===== config.mk =====
export PLATFORM = sky130hd
export DESIGN_NAME = semc_cmds
export DESIGN_NICKNAME = d
export VERILOG_FILES = /design/src/common/semc_pkg.sv /design/src/design/semc_cmds.sv /design/src/design/semc_crc8.sv
export VERILOG_INCLUDE_DIRS = /design/src /design/src/common
export SDC_FILE = /design/constraint.sdc
export NUM_CORES = 2
export LEC_CHECK = 0
export ABC_AREA = 1
export BUFFER_PORTS_ARGS = -buffer_cell sky130_fd_sc_hd__clkbuf_2
export CAP_MARGIN = 5
export CORE_MARGIN = 2
export CORE_UTILIZATION = 55
export DETAILED_ROUTE_END_ITERATION = 10
export PLACE_DENSITY = 0.76
export SYNTH_ARGS = -nofsm -noshare
export SYNTH_HDL_FRONTEND = slang
export SYNTH_HIERARCHICAL = 1
export SYNTH_SLANG_ARGS = --single-unit
export TNS_END_PERCENT = 30

===== constraint.sdc =====
create_clock -name i_core_clk -period 7.4 [get_ports i_core_clk]
set_clock_uncertainty 0.15 [all_clocks]
set_input_delay 0.37 -clock i_core_clk [delete_from_list [all_inputs] [get_ports i_core_clk]]
set_output_delay 0.37 -clock i_core_clk [all_outputs]
set_load 0.02 [all_outputs]

===== src/common/semc_map.svh =====
// constants for the single-wire eeprom function-command handler
`ifndef SEMC_MAP_SVH
`define SEMC_MAP_SVH

// function command codes
`define SEMC_CMD_CLR_OD    8'h8d
`define SEMC_CMD_SET_OD    8'h8b
`define SEMC_CMD_READ_MEM  8'hf0
`define SEMC_CMD_READ_PCRC 8'hc3
`define SEMC_CMD_READ_ALL  8'h65
`define SEMC_CMD_SP_WR     8'h6c
`define SEMC_CMD_SP_RD     8'h69
`define SEMC_CMD_SP_COPY   8'h48

// data field layout
`define SEMC_MEM_BYTES     160
`define SEMC_RSVD_BASE     16'h00a0
`define SEMC_LEGACY_MASK   16'h007f
`define SEMC_LEGACY_END    16'h0080
`define SEMC_PAGE_MASK     16'h001f
`define SEMC_COPY_ALIGN    16'hfff8
`define SEMC_SP_BYTES      8
`define SEMC_SP_OVER       4'h8
`define SEMC_FILL          8'hff
`define SEMC_BIT_LAST      3'h7

// crc polynomial x^8+x^5+x^4+1, reflected for lsb-first shifting
`define SEMC_CRC_POLY      8'h8c

// timing: core clock and nonvolatile programming delay
`define SEMC_CLK_PERIOD_NS 100
`define SEMC_NVM_PROG_NS   10000000
`define SEMC_BUSY_W        24

`endif


===== src/common/semc_pkg.sv =====
// types shared by the eeprom command handler
`include "semc_map.svh"

package semc_pkg;

    // one-hot sequence states
    typedef enum logic [8:0] {
        S_IDLE    = 9'h001,
        S_ADDR    = 9'h002,
        S_HDR_CRC = 9'h004,
        S_RD_DATA = 9'h008,
        S_RD_CRC  = 9'h010,
        S_ONES    = 9'h020,
        S_SP_WR   = 9'h040,
        S_SP_RD   = 9'h080,
        S_DONE    = 9'h100
    } semc_state_t;

    // time-slot events from the bus physical layer
    typedef struct packed {
        logic wr_stb;
        logic wr_bit;
        logic rd_stb;
        logic bus_rst;
    } semc_slot_t;

    // whole state of the command handler
    typedef struct packed {
        semc_state_t                     state;
        logic [7:0]                      cmd;
        logic [7:0]                      rx;
        logic [7:0]                      tx;
        logic [2:0]                      cnt;
        logic                            nb;
        logic [15:0]                     addr;
        logic [7:0]                      crc;
        logic [3:0]                      idx;
        logic                            od;
        logic [`SEMC_BUSY_W-1:0]         busy;
        logic [`SEMC_SP_BYTES-1:0][7:0]  sp;
        logic [`SEMC_MEM_BYTES-1:0][7:0] mem;
    } semc_st_t;

    // power-up state: blank memory reads ones, standard speed
    localparam semc_st_t SEMC_ST_RST = '{
        state: S_IDLE,
        cmd:   8'h00,
        rx:    8'h00,
        tx:    `SEMC_FILL,
        cnt:   3'h0,
        nb:    1'b0,
        addr:  16'h0000,
        crc:   8'h00,
        idx:   4'h0,
        od:    1'b0,
        busy:  '0,
        sp:    '0,
        mem:   '1
    };

    function automatic logic semc_legacy(input logic [7:0] cmd);
        return (cmd == `SEMC_CMD_READ_MEM) || (cmd == `SEMC_CMD_READ_PCRC);
    endfunction : semc_legacy

    function automatic logic semc_in_field(input logic [15:0] addr);
        return addr < `SEMC_RSVD_BASE;
    endfunction : semc_in_field

endpackage : semc_pkg


===== src/design/semc_cmds.sv =====
// function-command handler: speed, memory reads, scratchpad
`timescale 1ns/1ps
`default_nettype none
`include "semc_map.svh"

module semc_cmds #(
    parameter int unsigned P_NVM_PROG_CYCLES =
        (`SEMC_NVM_PROG_NS + `SEMC_CLK_PERIOD_NS - 1) / `SEMC_CLK_PERIOD_NS
) (
    input  wire logic                 i_core_clk,
    input  wire logic                 i_rstn,
    input  wire semc_pkg::semc_slot_t i_slot,
    output logic                      o_rd_bit,
    output logic                      o_overdrive,
    output logic                      o_nvm_busy
);
    import semc_pkg::*;

    // full mask as a vector so its two bytes can be taken apart
    localparam logic [15:0] LEGACY_MASK = `SEMC_LEGACY_MASK;

    semc_st_t    s_q;
    semc_st_t    s_d;
    logic [7:0]  rx_byte;
    logic        rx_done;
    logic        tx_done;
    logic        legacy;
    logic [7:0]  rd_byte;
    logic [7:0]  hdr_byte;
    logic [7:0]  crc_seed;
    logic [7:0]  crc_data;
    logic [7:0]  crc_out;
    logic [15:0] full_addr;
    logic [15:0] copy_base;
    logic        page_end;

    // incoming bits shift in lsb first; a byte counts only when whole
    assign rx_byte   = {i_slot.wr_bit, s_q.rx[7:1]};
    assign rx_done   = i_slot.wr_stb && (s_q.cnt == `SEMC_BIT_LAST);
    assign tx_done   = i_slot.rd_stb && (s_q.cnt == `SEMC_BIT_LAST);
    assign legacy    = semc_legacy(s_q.cmd);
    assign full_addr = {rx_byte, s_q.addr[7:0]};
    assign copy_base = full_addr & `SEMC_COPY_ALIGN;

    // next data byte; reserved space reads as ones
    assign rd_byte = semc_in_field(s_q.addr) ? s_q.mem[s_q.addr[7:0]]
                                             : `SEMC_FILL;

    // legacy commands fold the address before it enters the crc
    always_comb begin
        hdr_byte = rx_byte;
        if (s_q.state == S_ADDR && legacy) begin
            hdr_byte = s_q.nb ? (rx_byte & LEGACY_MASK[15:8])
                              : (rx_byte & LEGACY_MASK[7:0]);
        end
    end

    // crc feed: header bytes while receiving, data bytes while sending
    always_comb begin
        crc_seed = s_q.crc;
        crc_data = rd_byte;
        if (s_q.state == S_IDLE) begin
            crc_seed = 8'h00;
            crc_data = hdr_byte;
        end else if (s_q.state == S_ADDR) begin
            crc_data = hdr_byte;
        end else if (s_q.state == S_HDR_CRC || s_q.state == S_RD_CRC) begin
            crc_seed = 8'h00;
        end
    end

    semc_crc8 u_crc (
        .i_crc  (crc_seed),
        .i_data (crc_data),
        .o_crc  (crc_out)
    );

    // end of the current read run, address already past the last byte
    always_comb begin
        if (legacy) begin
            page_end = (s_q.addr == `SEMC_LEGACY_END) ||
                       (s_q.cmd == `SEMC_CMD_READ_PCRC &&
                        (s_q.addr & `SEMC_PAGE_MASK) == 16'h0000);
        end else begin
            page_end = (s_q.addr == `SEMC_RSVD_BASE);
        end
    end

    // sequence engine
    always_comb begin
        s_d = s_q;
        if (s_q.busy != '0) begin
            s_d.busy = s_q.busy - `SEMC_BUSY_W'(1);
        end
        if (i_slot.bus_rst) begin
            // only sequence state clears; memory, scratchpad, speed stay
            s_d.state = S_IDLE;
            s_d.cnt   = 3'h0;
            s_d.nb    = 1'b0;
            s_d.tx    = `SEMC_FILL;
        end else begin
            // bit shifting common to receive and send states
            if ((s_q.state == S_IDLE || s_q.state == S_ADDR ||
                 s_q.state == S_SP_WR) && i_slot.wr_stb) begin
                s_d.rx  = rx_byte;
                s_d.cnt = s_q.cnt + 3'h1;
            end
            if ((s_q.state == S_HDR_CRC || s_q.state == S_RD_DATA ||
                 s_q.state == S_RD_CRC || s_q.state == S_ONES ||
                 s_q.state == S_SP_RD) && i_slot.rd_stb) begin
                s_d.tx  = {1'b1, s_q.tx[7:1]};
                s_d.cnt = s_q.cnt + 3'h1;
            end
            case (s_q.state)
                S_IDLE: begin
                    if (rx_done) begin
                        s_d.cmd = rx_byte;
                        s_d.crc = crc_out;
                        s_d.nb  = 1'b0;
                        case (rx_byte)
                            `SEMC_CMD_CLR_OD: begin
                                s_d.od    = 1'b0;
                                s_d.busy  = `SEMC_BUSY_W'(P_NVM_PROG_CYCLES);
                                s_d.state = S_DONE;
                            end
                            `SEMC_CMD_SET_OD: begin
                                s_d.od    = 1'b1;
                                s_d.busy  = `SEMC_BUSY_W'(P_NVM_PROG_CYCLES);
                                s_d.state = S_DONE;
                            end
                            `SEMC_CMD_READ_MEM, `SEMC_CMD_READ_PCRC,
                            `SEMC_CMD_READ_ALL, `SEMC_CMD_SP_COPY,
                            `SEMC_CMD_SP_WR, `SEMC_CMD_SP_RD: begin
                                s_d.state = S_ADDR;
                            end
                            default: begin
                                s_d.state = S_DONE;
                            end
                        endcase
                    end
                end
                S_ADDR: begin
                    if (rx_done && (s_q.cmd == `SEMC_CMD_SP_WR ||
                                    s_q.cmd == `SEMC_CMD_SP_RD)) begin
                        // start index; anything above 7 disables the run
                        s_d.idx = (rx_byte < 8'(`SEMC_SP_BYTES)) ?
                                  rx_byte[3:0] : `SEMC_SP_OVER;
                        s_d.state = (s_q.cmd == `SEMC_CMD_SP_WR) ?
                                    S_SP_WR : S_SP_RD;
                        if (s_q.cmd == `SEMC_CMD_SP_RD) begin
                            if (rx_byte < 8'(`SEMC_SP_BYTES)) begin
                                s_d.tx  = s_q.sp[rx_byte[2:0]];
                                s_d.idx = rx_byte[3:0] + 4'h1;
                            end else begin
                                s_d.tx = `SEMC_FILL;
                            end
                        end
                    end else if (rx_done && !s_q.nb) begin
                        s_d.addr[7:0] = rx_byte; // target_addr_low
                        s_d.crc       = crc_out;
                        s_d.nb        = 1'b1;
                    end else if (rx_done) begin
                        s_d.crc = crc_out;
                        if (s_q.cmd == `SEMC_CMD_SP_COPY) begin
                            // reserved targets are dropped silently
                            if (semc_in_field(copy_base)) begin
                                for (int k = 0; k < `SEMC_SP_BYTES; k++) begin
                                    s_d.mem[copy_base[7:0] | 8'(k)] =
                                        s_q.sp[k];
                                end
                                s_d.busy = `SEMC_BUSY_W'(P_NVM_PROG_CYCLES);
                            end
                            s_d.state = S_DONE;
                        end else begin
                            s_d.addr = legacy ?
                                (full_addr & `SEMC_LEGACY_MASK) :
                                full_addr;
                            s_d.tx    = crc_out;
                            s_d.state = S_HDR_CRC;
                        end
                    end
                end
                S_HDR_CRC: begin
                    if (tx_done) begin
                        if (!semc_in_field(s_q.addr)) begin
                            s_d.tx    = `SEMC_FILL;
                            s_d.state = S_ONES;
                        end else begin
                            s_d.tx    = rd_byte;
                            s_d.crc   = crc_out;
                            s_d.addr  = s_q.addr + 16'h0001;
                            s_d.state = S_RD_DATA;
                        end
                    end
                end
                S_RD_DATA: begin
                    if (tx_done && page_end) begin
                        s_d.tx    = s_q.crc;
                        s_d.state = S_RD_CRC;
                    end else if (tx_done) begin
                        s_d.tx   = rd_byte;
                        s_d.crc  = crc_out;
                        s_d.addr = s_q.addr + 16'h0001;
                    end
                end
                S_RD_CRC: begin
                    // page-crc read continues into the next page up to page 3
                    if (tx_done && s_q.cmd == `SEMC_CMD_READ_PCRC &&
                        s_q.addr != `SEMC_LEGACY_END) begin
                        s_d.tx    = rd_byte;
                        s_d.crc   = crc_out;
                        s_d.addr  = s_q.addr + 16'h0001;
                        s_d.state = S_RD_DATA;
                    end else if (tx_done) begin
                        s_d.tx    = `SEMC_FILL;
                        s_d.state = S_ONES;
                    end
                end
                S_ONES: begin
                    s_d.tx = `SEMC_FILL;
                end
                S_SP_WR: begin
                    // only whole bytes land; others keep old contents
                    if (rx_done && s_q.idx < `SEMC_SP_OVER) begin
                        s_d.sp[s_q.idx[2:0]] = rx_byte;
                        s_d.idx = s_q.idx + 4'h1;
                    end
                end
                S_SP_RD: begin
                    if (tx_done && s_q.idx < `SEMC_SP_OVER) begin
                        s_d.tx  = s_q.sp[s_q.idx[2:0]];
                        s_d.idx = s_q.idx + 4'h1;
                    end else if (tx_done) begin
                        s_d.tx = `SEMC_FILL;
                    end
                end
                S_DONE: begin
                    s_d.tx = `SEMC_FILL;
                end
                default: begin
                    s_d.state = S_IDLE;
                end
            endcase
        end
    end

    // state register; async reset is the power-up value
    always_ff @(posedge i_core_clk or negedge i_rstn) begin
        if (!i_rstn) begin
            s_q <= SEMC_ST_RST;
        end else begin
            s_q <= s_d;
        end
    end

    // outputs straight from the state
    assign o_rd_bit    = s_q.tx[0];
    assign o_overdrive = s_q.od;
    assign o_nvm_busy  = (s_q.busy != '0);

    // checks
    property p_set_od;
        @(posedge i_core_clk) disable iff (!i_rstn)
        (s_q.state == S_IDLE && rx_done && !i_slot.bus_rst &&
         rx_byte == `SEMC_CMD_SET_OD) |=> (o_overdrive && o_nvm_busy);
    endproperty
    a_set_od: assert property (p_set_od)
        else $error("set overdrive not applied");

    property p_clr_od;
        @(posedge i_core_clk) disable iff (!i_rstn)
        (s_q.state == S_IDLE && rx_done && !i_slot.bus_rst &&
         rx_byte == `SEMC_CMD_CLR_OD) |=> (!o_overdrive && o_nvm_busy)
        ##1 !o_overdrive;
    endproperty
    a_clr_od: assert property (p_clr_od)
        else $error("clear overdrive not applied");

    property p_bus_rst_keep;
        @(posedge i_core_clk) disable iff (!i_rstn)
        i_slot.bus_rst |=> (s_q.state == S_IDLE && $stable(s_q.sp) &&
                            $stable(o_overdrive));
    endproperty
    a_bus_rst_keep: assert property (p_bus_rst_keep)
        else $error("bus reset disturbed kept state");

    property p_ones;
        @(posedge i_core_clk) disable iff (!i_rstn)
        (s_q.state == S_ONES) |-> o_rd_bit;
    endproperty
    a_ones: assert property (p_ones)
        else $error("ones state sent a zero");

    property p_sp_over;
        @(posedge i_core_clk) disable iff (!i_rstn)
        (s_q.state == S_SP_WR && rx_done && !i_slot.bus_rst &&
         s_q.idx == `SEMC_SP_OVER) |=> $stable(s_q.sp);
    endproperty
    a_sp_over: assert property (p_sp_over)
        else $error("scratchpad written past last index");

    property p_legacy_fold;
        @(posedge i_core_clk) disable iff (!i_rstn)
        (s_q.state == S_RD_DATA && legacy) |-> s_q.addr <= `SEMC_LEGACY_END;
    endproperty
    a_legacy_fold: assert property (p_legacy_fold)
        else $error("legacy read left pages 0 to 3");

    property p_all_crc;
        @(posedge i_core_clk) disable iff (!i_rstn)
        (s_q.state == S_RD_DATA && !legacy && tx_done && !i_slot.bus_rst &&
         s_q.addr == `SEMC_RSVD_BASE) |=>
        (s_q.state == S_RD_CRC && s_q.tx == $past(s_q.crc));
    endproperty
    a_all_crc: assert property (p_all_crc)
        else $error("read-all closing crc missing");

    property p_copy;
        @(posedge i_core_clk) disable iff (!i_rstn)
        (s_q.state == S_ADDR && s_q.cmd == `SEMC_CMD_SP_COPY && rx_done &&
         s_q.nb && !i_slot.bus_rst && semc_in_field(copy_base)) |=>
        (s_q.mem[$past(copy_base[7:0])] == $past(s_q.sp[0]) &&
         s_q.state == S_DONE);
    endproperty
    a_copy: assert property (p_copy)
        else $error("copy did not program aligned block");

    property p_sp_rd_ones;
        @(posedge i_core_clk) disable iff (!i_rstn)
        (s_q.state == S_SP_RD && tx_done && !i_slot.bus_rst &&
         s_q.idx == `SEMC_SP_OVER) |=> (s_q.tx == `SEMC_FILL);
    endproperty
    a_sp_rd_ones: assert property (p_sp_rd_ones)
        else $error("scratchpad read past index not ones");

    property p_page_crc;
        @(posedge i_core_clk) disable iff (!i_rstn)
        (s_q.state == S_RD_DATA && s_q.cmd == `SEMC_CMD_READ_PCRC &&
         tx_done && !i_slot.bus_rst &&
         (s_q.addr & `SEMC_PAGE_MASK) == 16'h0000) |=> s_q.state == S_RD_CRC;
    endproperty
    a_page_crc: assert property (p_page_crc)
        else $error("page crc not inserted");

endmodule : semc_cmds
`default_nettype wire


===== src/design/semc_crc8.sv =====
// one-byte step of the lsb-first 8-bit bus crc
`timescale 1ns/1ps
`default_nettype none
`include "semc_map.svh"

module semc_crc8 (
    input  wire logic [7:0] i_crc,
    input  wire logic [7:0] i_data,
    output logic      [7:0] o_crc
);

    // eight serial steps folded into one cycle
    always_comb begin
        logic [7:0] c;
        logic       fb;
        c  = i_crc;
        fb = 1'b0;
        for (int i = 0; i < 8; i++) begin
            fb = c[0] ^ i_data[i];
            c  = c >> 1;
            if (fb) begin
                c = c ^ `SEMC_CRC_POLY;
            end
        end
        o_crc = c;
    end

endmodule : semc_crc8
`default_nettype wire


==> flow_summary.ini <==
[run_status]
status = finished, final reports clean

[clock_network]
clock_sinks = 1433
htreeDepth = 4
clock_latency_ns = 0.80
clk_pin_slew_ns = 0.06
holdBufCountCts = 5
cts_root_buffer = clkbuf_16
cts_buffers = 151
cts_tree = built
cts_setup_buffers = 0
cts_resized = 0
clk_path_buf_depth = 3

[logic_synthesis]
post-synth-top-count-cell = nand2_1
syn_area_sq_mm = 0.0711
avgSynthCellArea_sq_um = 7.72
yosys-top-cells-count = nand2_1 (2883), o21ai_0 (1427), dfstp_2 (1289)
synth_cells = 9214
synth-main-ff-cell = dfstp_2
netlist.top_cell.by_area = dfstp_2
yosysWarnings = 6
ys_seq_area_frac = 0.527
netlist.area_leader.share = 0.476
postSynth.asyncResetShare = 1.00
synth_nets = 9230
yosysUniqueCellTypes = 54
yosys-top-cells-area = dfstp_2 (48%), nand2_1 (15%), o21ai_0 (10%)
ys_ff_latch = 1433
synth_edf_count = 0

[cells_and_area]
syn_to_final_growth_pct = 7.51
fillerInstances = 11200
register_area_sq_mm = 0.0375
antenna_cells = 0
layout.nets = 8773
drive_gt1_frac = 0.192
layoutNonFillerInstCount = 10500
multiInputGateArea_sq_mm = 0.0284

[power]
seqPwrFrac = 0.479
swShare = 0.244
clockPowerShare = 0.457
power_density_mw_per_mm2 = 221
switchingPower_uw = 4120
ir_worst_vdd_uv = 200
comb_power_share = 0.064
internal-power_uw = 12800
power.leakage_uw = 0.0300

[place]
dp_hpwl_um = 119000
dpl.cell_count = 10300
portBuffers = 8
gp_routability_congestion = 0.932

[setup_path]
crit_type = reg -> reg
startpoint = full_addr[1]$_DFFE_PN0P_
cp_slowest_cell = inv_8
arrival_ns = 6.07
r2r-start = full_addr[1]$_DFFE_PN0P_
crit_required_ns = 7.96
cp-start-kind = flop
crit_top_cell = nand2_1
worst_path_largest_cell_delay_ns = 0.70
path_max_fanout = 115
critPathCaptureType = flop

[detailed_routing]
post_drt_wl_per_cell_um = 20.3
drt_iter0_markers = 8255
drc_errors = 0
postRouteAntennaNets = 0
vias = 61900
viasPerCell = 5.87
wl_um = 214000
drtPass1Iterations = 7

[timing]
relSlewSlack = 0.128
fin_setup_tns_ns = 0
finalSetupViolCount = 0
rsz0062_at_grt = false
hold_violations = 0
fmax_mhz = 182
fin_crit_ns = 5.51
min_period_over_period = 0.744
slew_violations = 0
tightest_slew_ns = 1.31

[die]
row_count = 131
core_area_sq_mm = 0.128
initial_core_util = 0.556
die_x_um = 364
die-area_sq_mm = 0.132
die_h_um = 364
pin_count = 9

[grt]
antenna_found_initial = 6
gr-total-overflow = 0
track_usage = 0.325
grt_max_degree = 187
grt_pass1_wl_um = 336000
grt_pass1_vias = 58600

[hold_path]
hold_start = i_slot[1]
hold_path.class = in -> reg

[flow_run]
drv_cap = 0
-- layer usage --
metal	vias to the layer above	routed length, um	track usage
met5	-	67	0
li1	28500	-	-
met1	29800	87300	0.442
met4	8	9490	0.144
met3	586	20900	0.0605
met2	3004	96300	0.509
-- worst max-delay path: cells and delay by family, from the launching register on --
family / cells / cell delay [ns]
simple gates: 26 / 2.63
buf+inv: 5 / 1.38
flops: 1 / 0.65
compound gates: 4 / 0.40
-- layout make-up --
type | count | share of cell area
clock buffer | 238 | 0.0605
sequential | 1433 | 0.490
tap | 1662 | 0.0272
timing repair buffer | 113 | 0.0145
clock inverter | 36 | 0.00527
multi-input combinational | 6443 | 0.372
inverter | 615 | 0.0304
-- worst paths after layout --
check,endpoint,slack (ns),depth (start not counted)
max,s_q[1403]$_DFF_PN1_,1.89,35
min reg2reg,s_q[1366]$_DFF_PN0_,0.30,1
max in group asynchronous,async pin,5.21,4
min in group asynchronous,async pin,0.50,2
min,s_q[1407]$_DFF_PN1_,0.07,5
max reg2reg,s_q[1403]$_DFF_PN1_,1.89,35
-- metrics by stage --
stage	util	hold slack, ns	area (sq um)	setup slack, ns	power [uW]
2_1_floorplan	-	-0.0756	71100	3.84	8870
3_3_place_gp	0.558	0.290	71400	2.15	9240
3_5_place_dp	0.558	0.298	71400	2.14	9260
4_1_cts	0.598	0.0115	76400	2.09	16900
5_1_grt	0.598	0.106	76400	1.63	17400
6_report	0.598	0.0658	76400	1.89	16900
-- power by group through the flow --
| stage | Clock, uW | Combinational [uW] | Sequential (uW) |
|---|---|---|---|
| after floorplan | 0 | 727 | 8140 |
| after global placement | 0 | 1050 | 8190 |
| after detailed placement | 0 | 1060 | 8200 |
| after CTS | 7770 | 1070 | 8090 |
| after global routing | 8100 | 1210 | 8100 |
| final | 7720 | 1080 | 8090 |
-- kinds of logic (layout without fill, tap and decap cells) --
family	count (synthesis)	in the layout	synth area share
AO/OA/AOI/OAI	1989	1989	0.144
XOR/XNOR	27	27	0.00343
adder cells (fa/ha/maj)	10	10	0.00176
buffers and inverters	1338	1002	0.0764
flip-flops	1433	1433	0.527
AND/OR/NAND/NOR	4417	4417	0.248
-- placed cells by master, fill, tap and decap left out, types with 19 or more instances in the layout --
master / synthesis / final
clkbuf_16: 0 / 158
nor2_1: 858 / 854
nand4_1: 19 / 19
clkbuf_1: 480 / 43
dfstp_2: 1289 / 1289
a21oi_1: 114 / 114
nand2_1: 2883 / 2878
clkbuf_8: 0 / 37
o21ai_1: 340 / 340
buf_4: 17 / 80
nor3_1: 41 / 40
o21ai_0: 1427 / 1427
xor2_1: 19 / 19
dfrtp_1: 144 / 140
inv_1: 599 / 598
buf_12: 0 / 21
nand3_1: 570 / 561
o211ai_1: 25 / 25
o22ai_1: 31 / 31
Note: power is estimated with default switching activity, not from simulation.
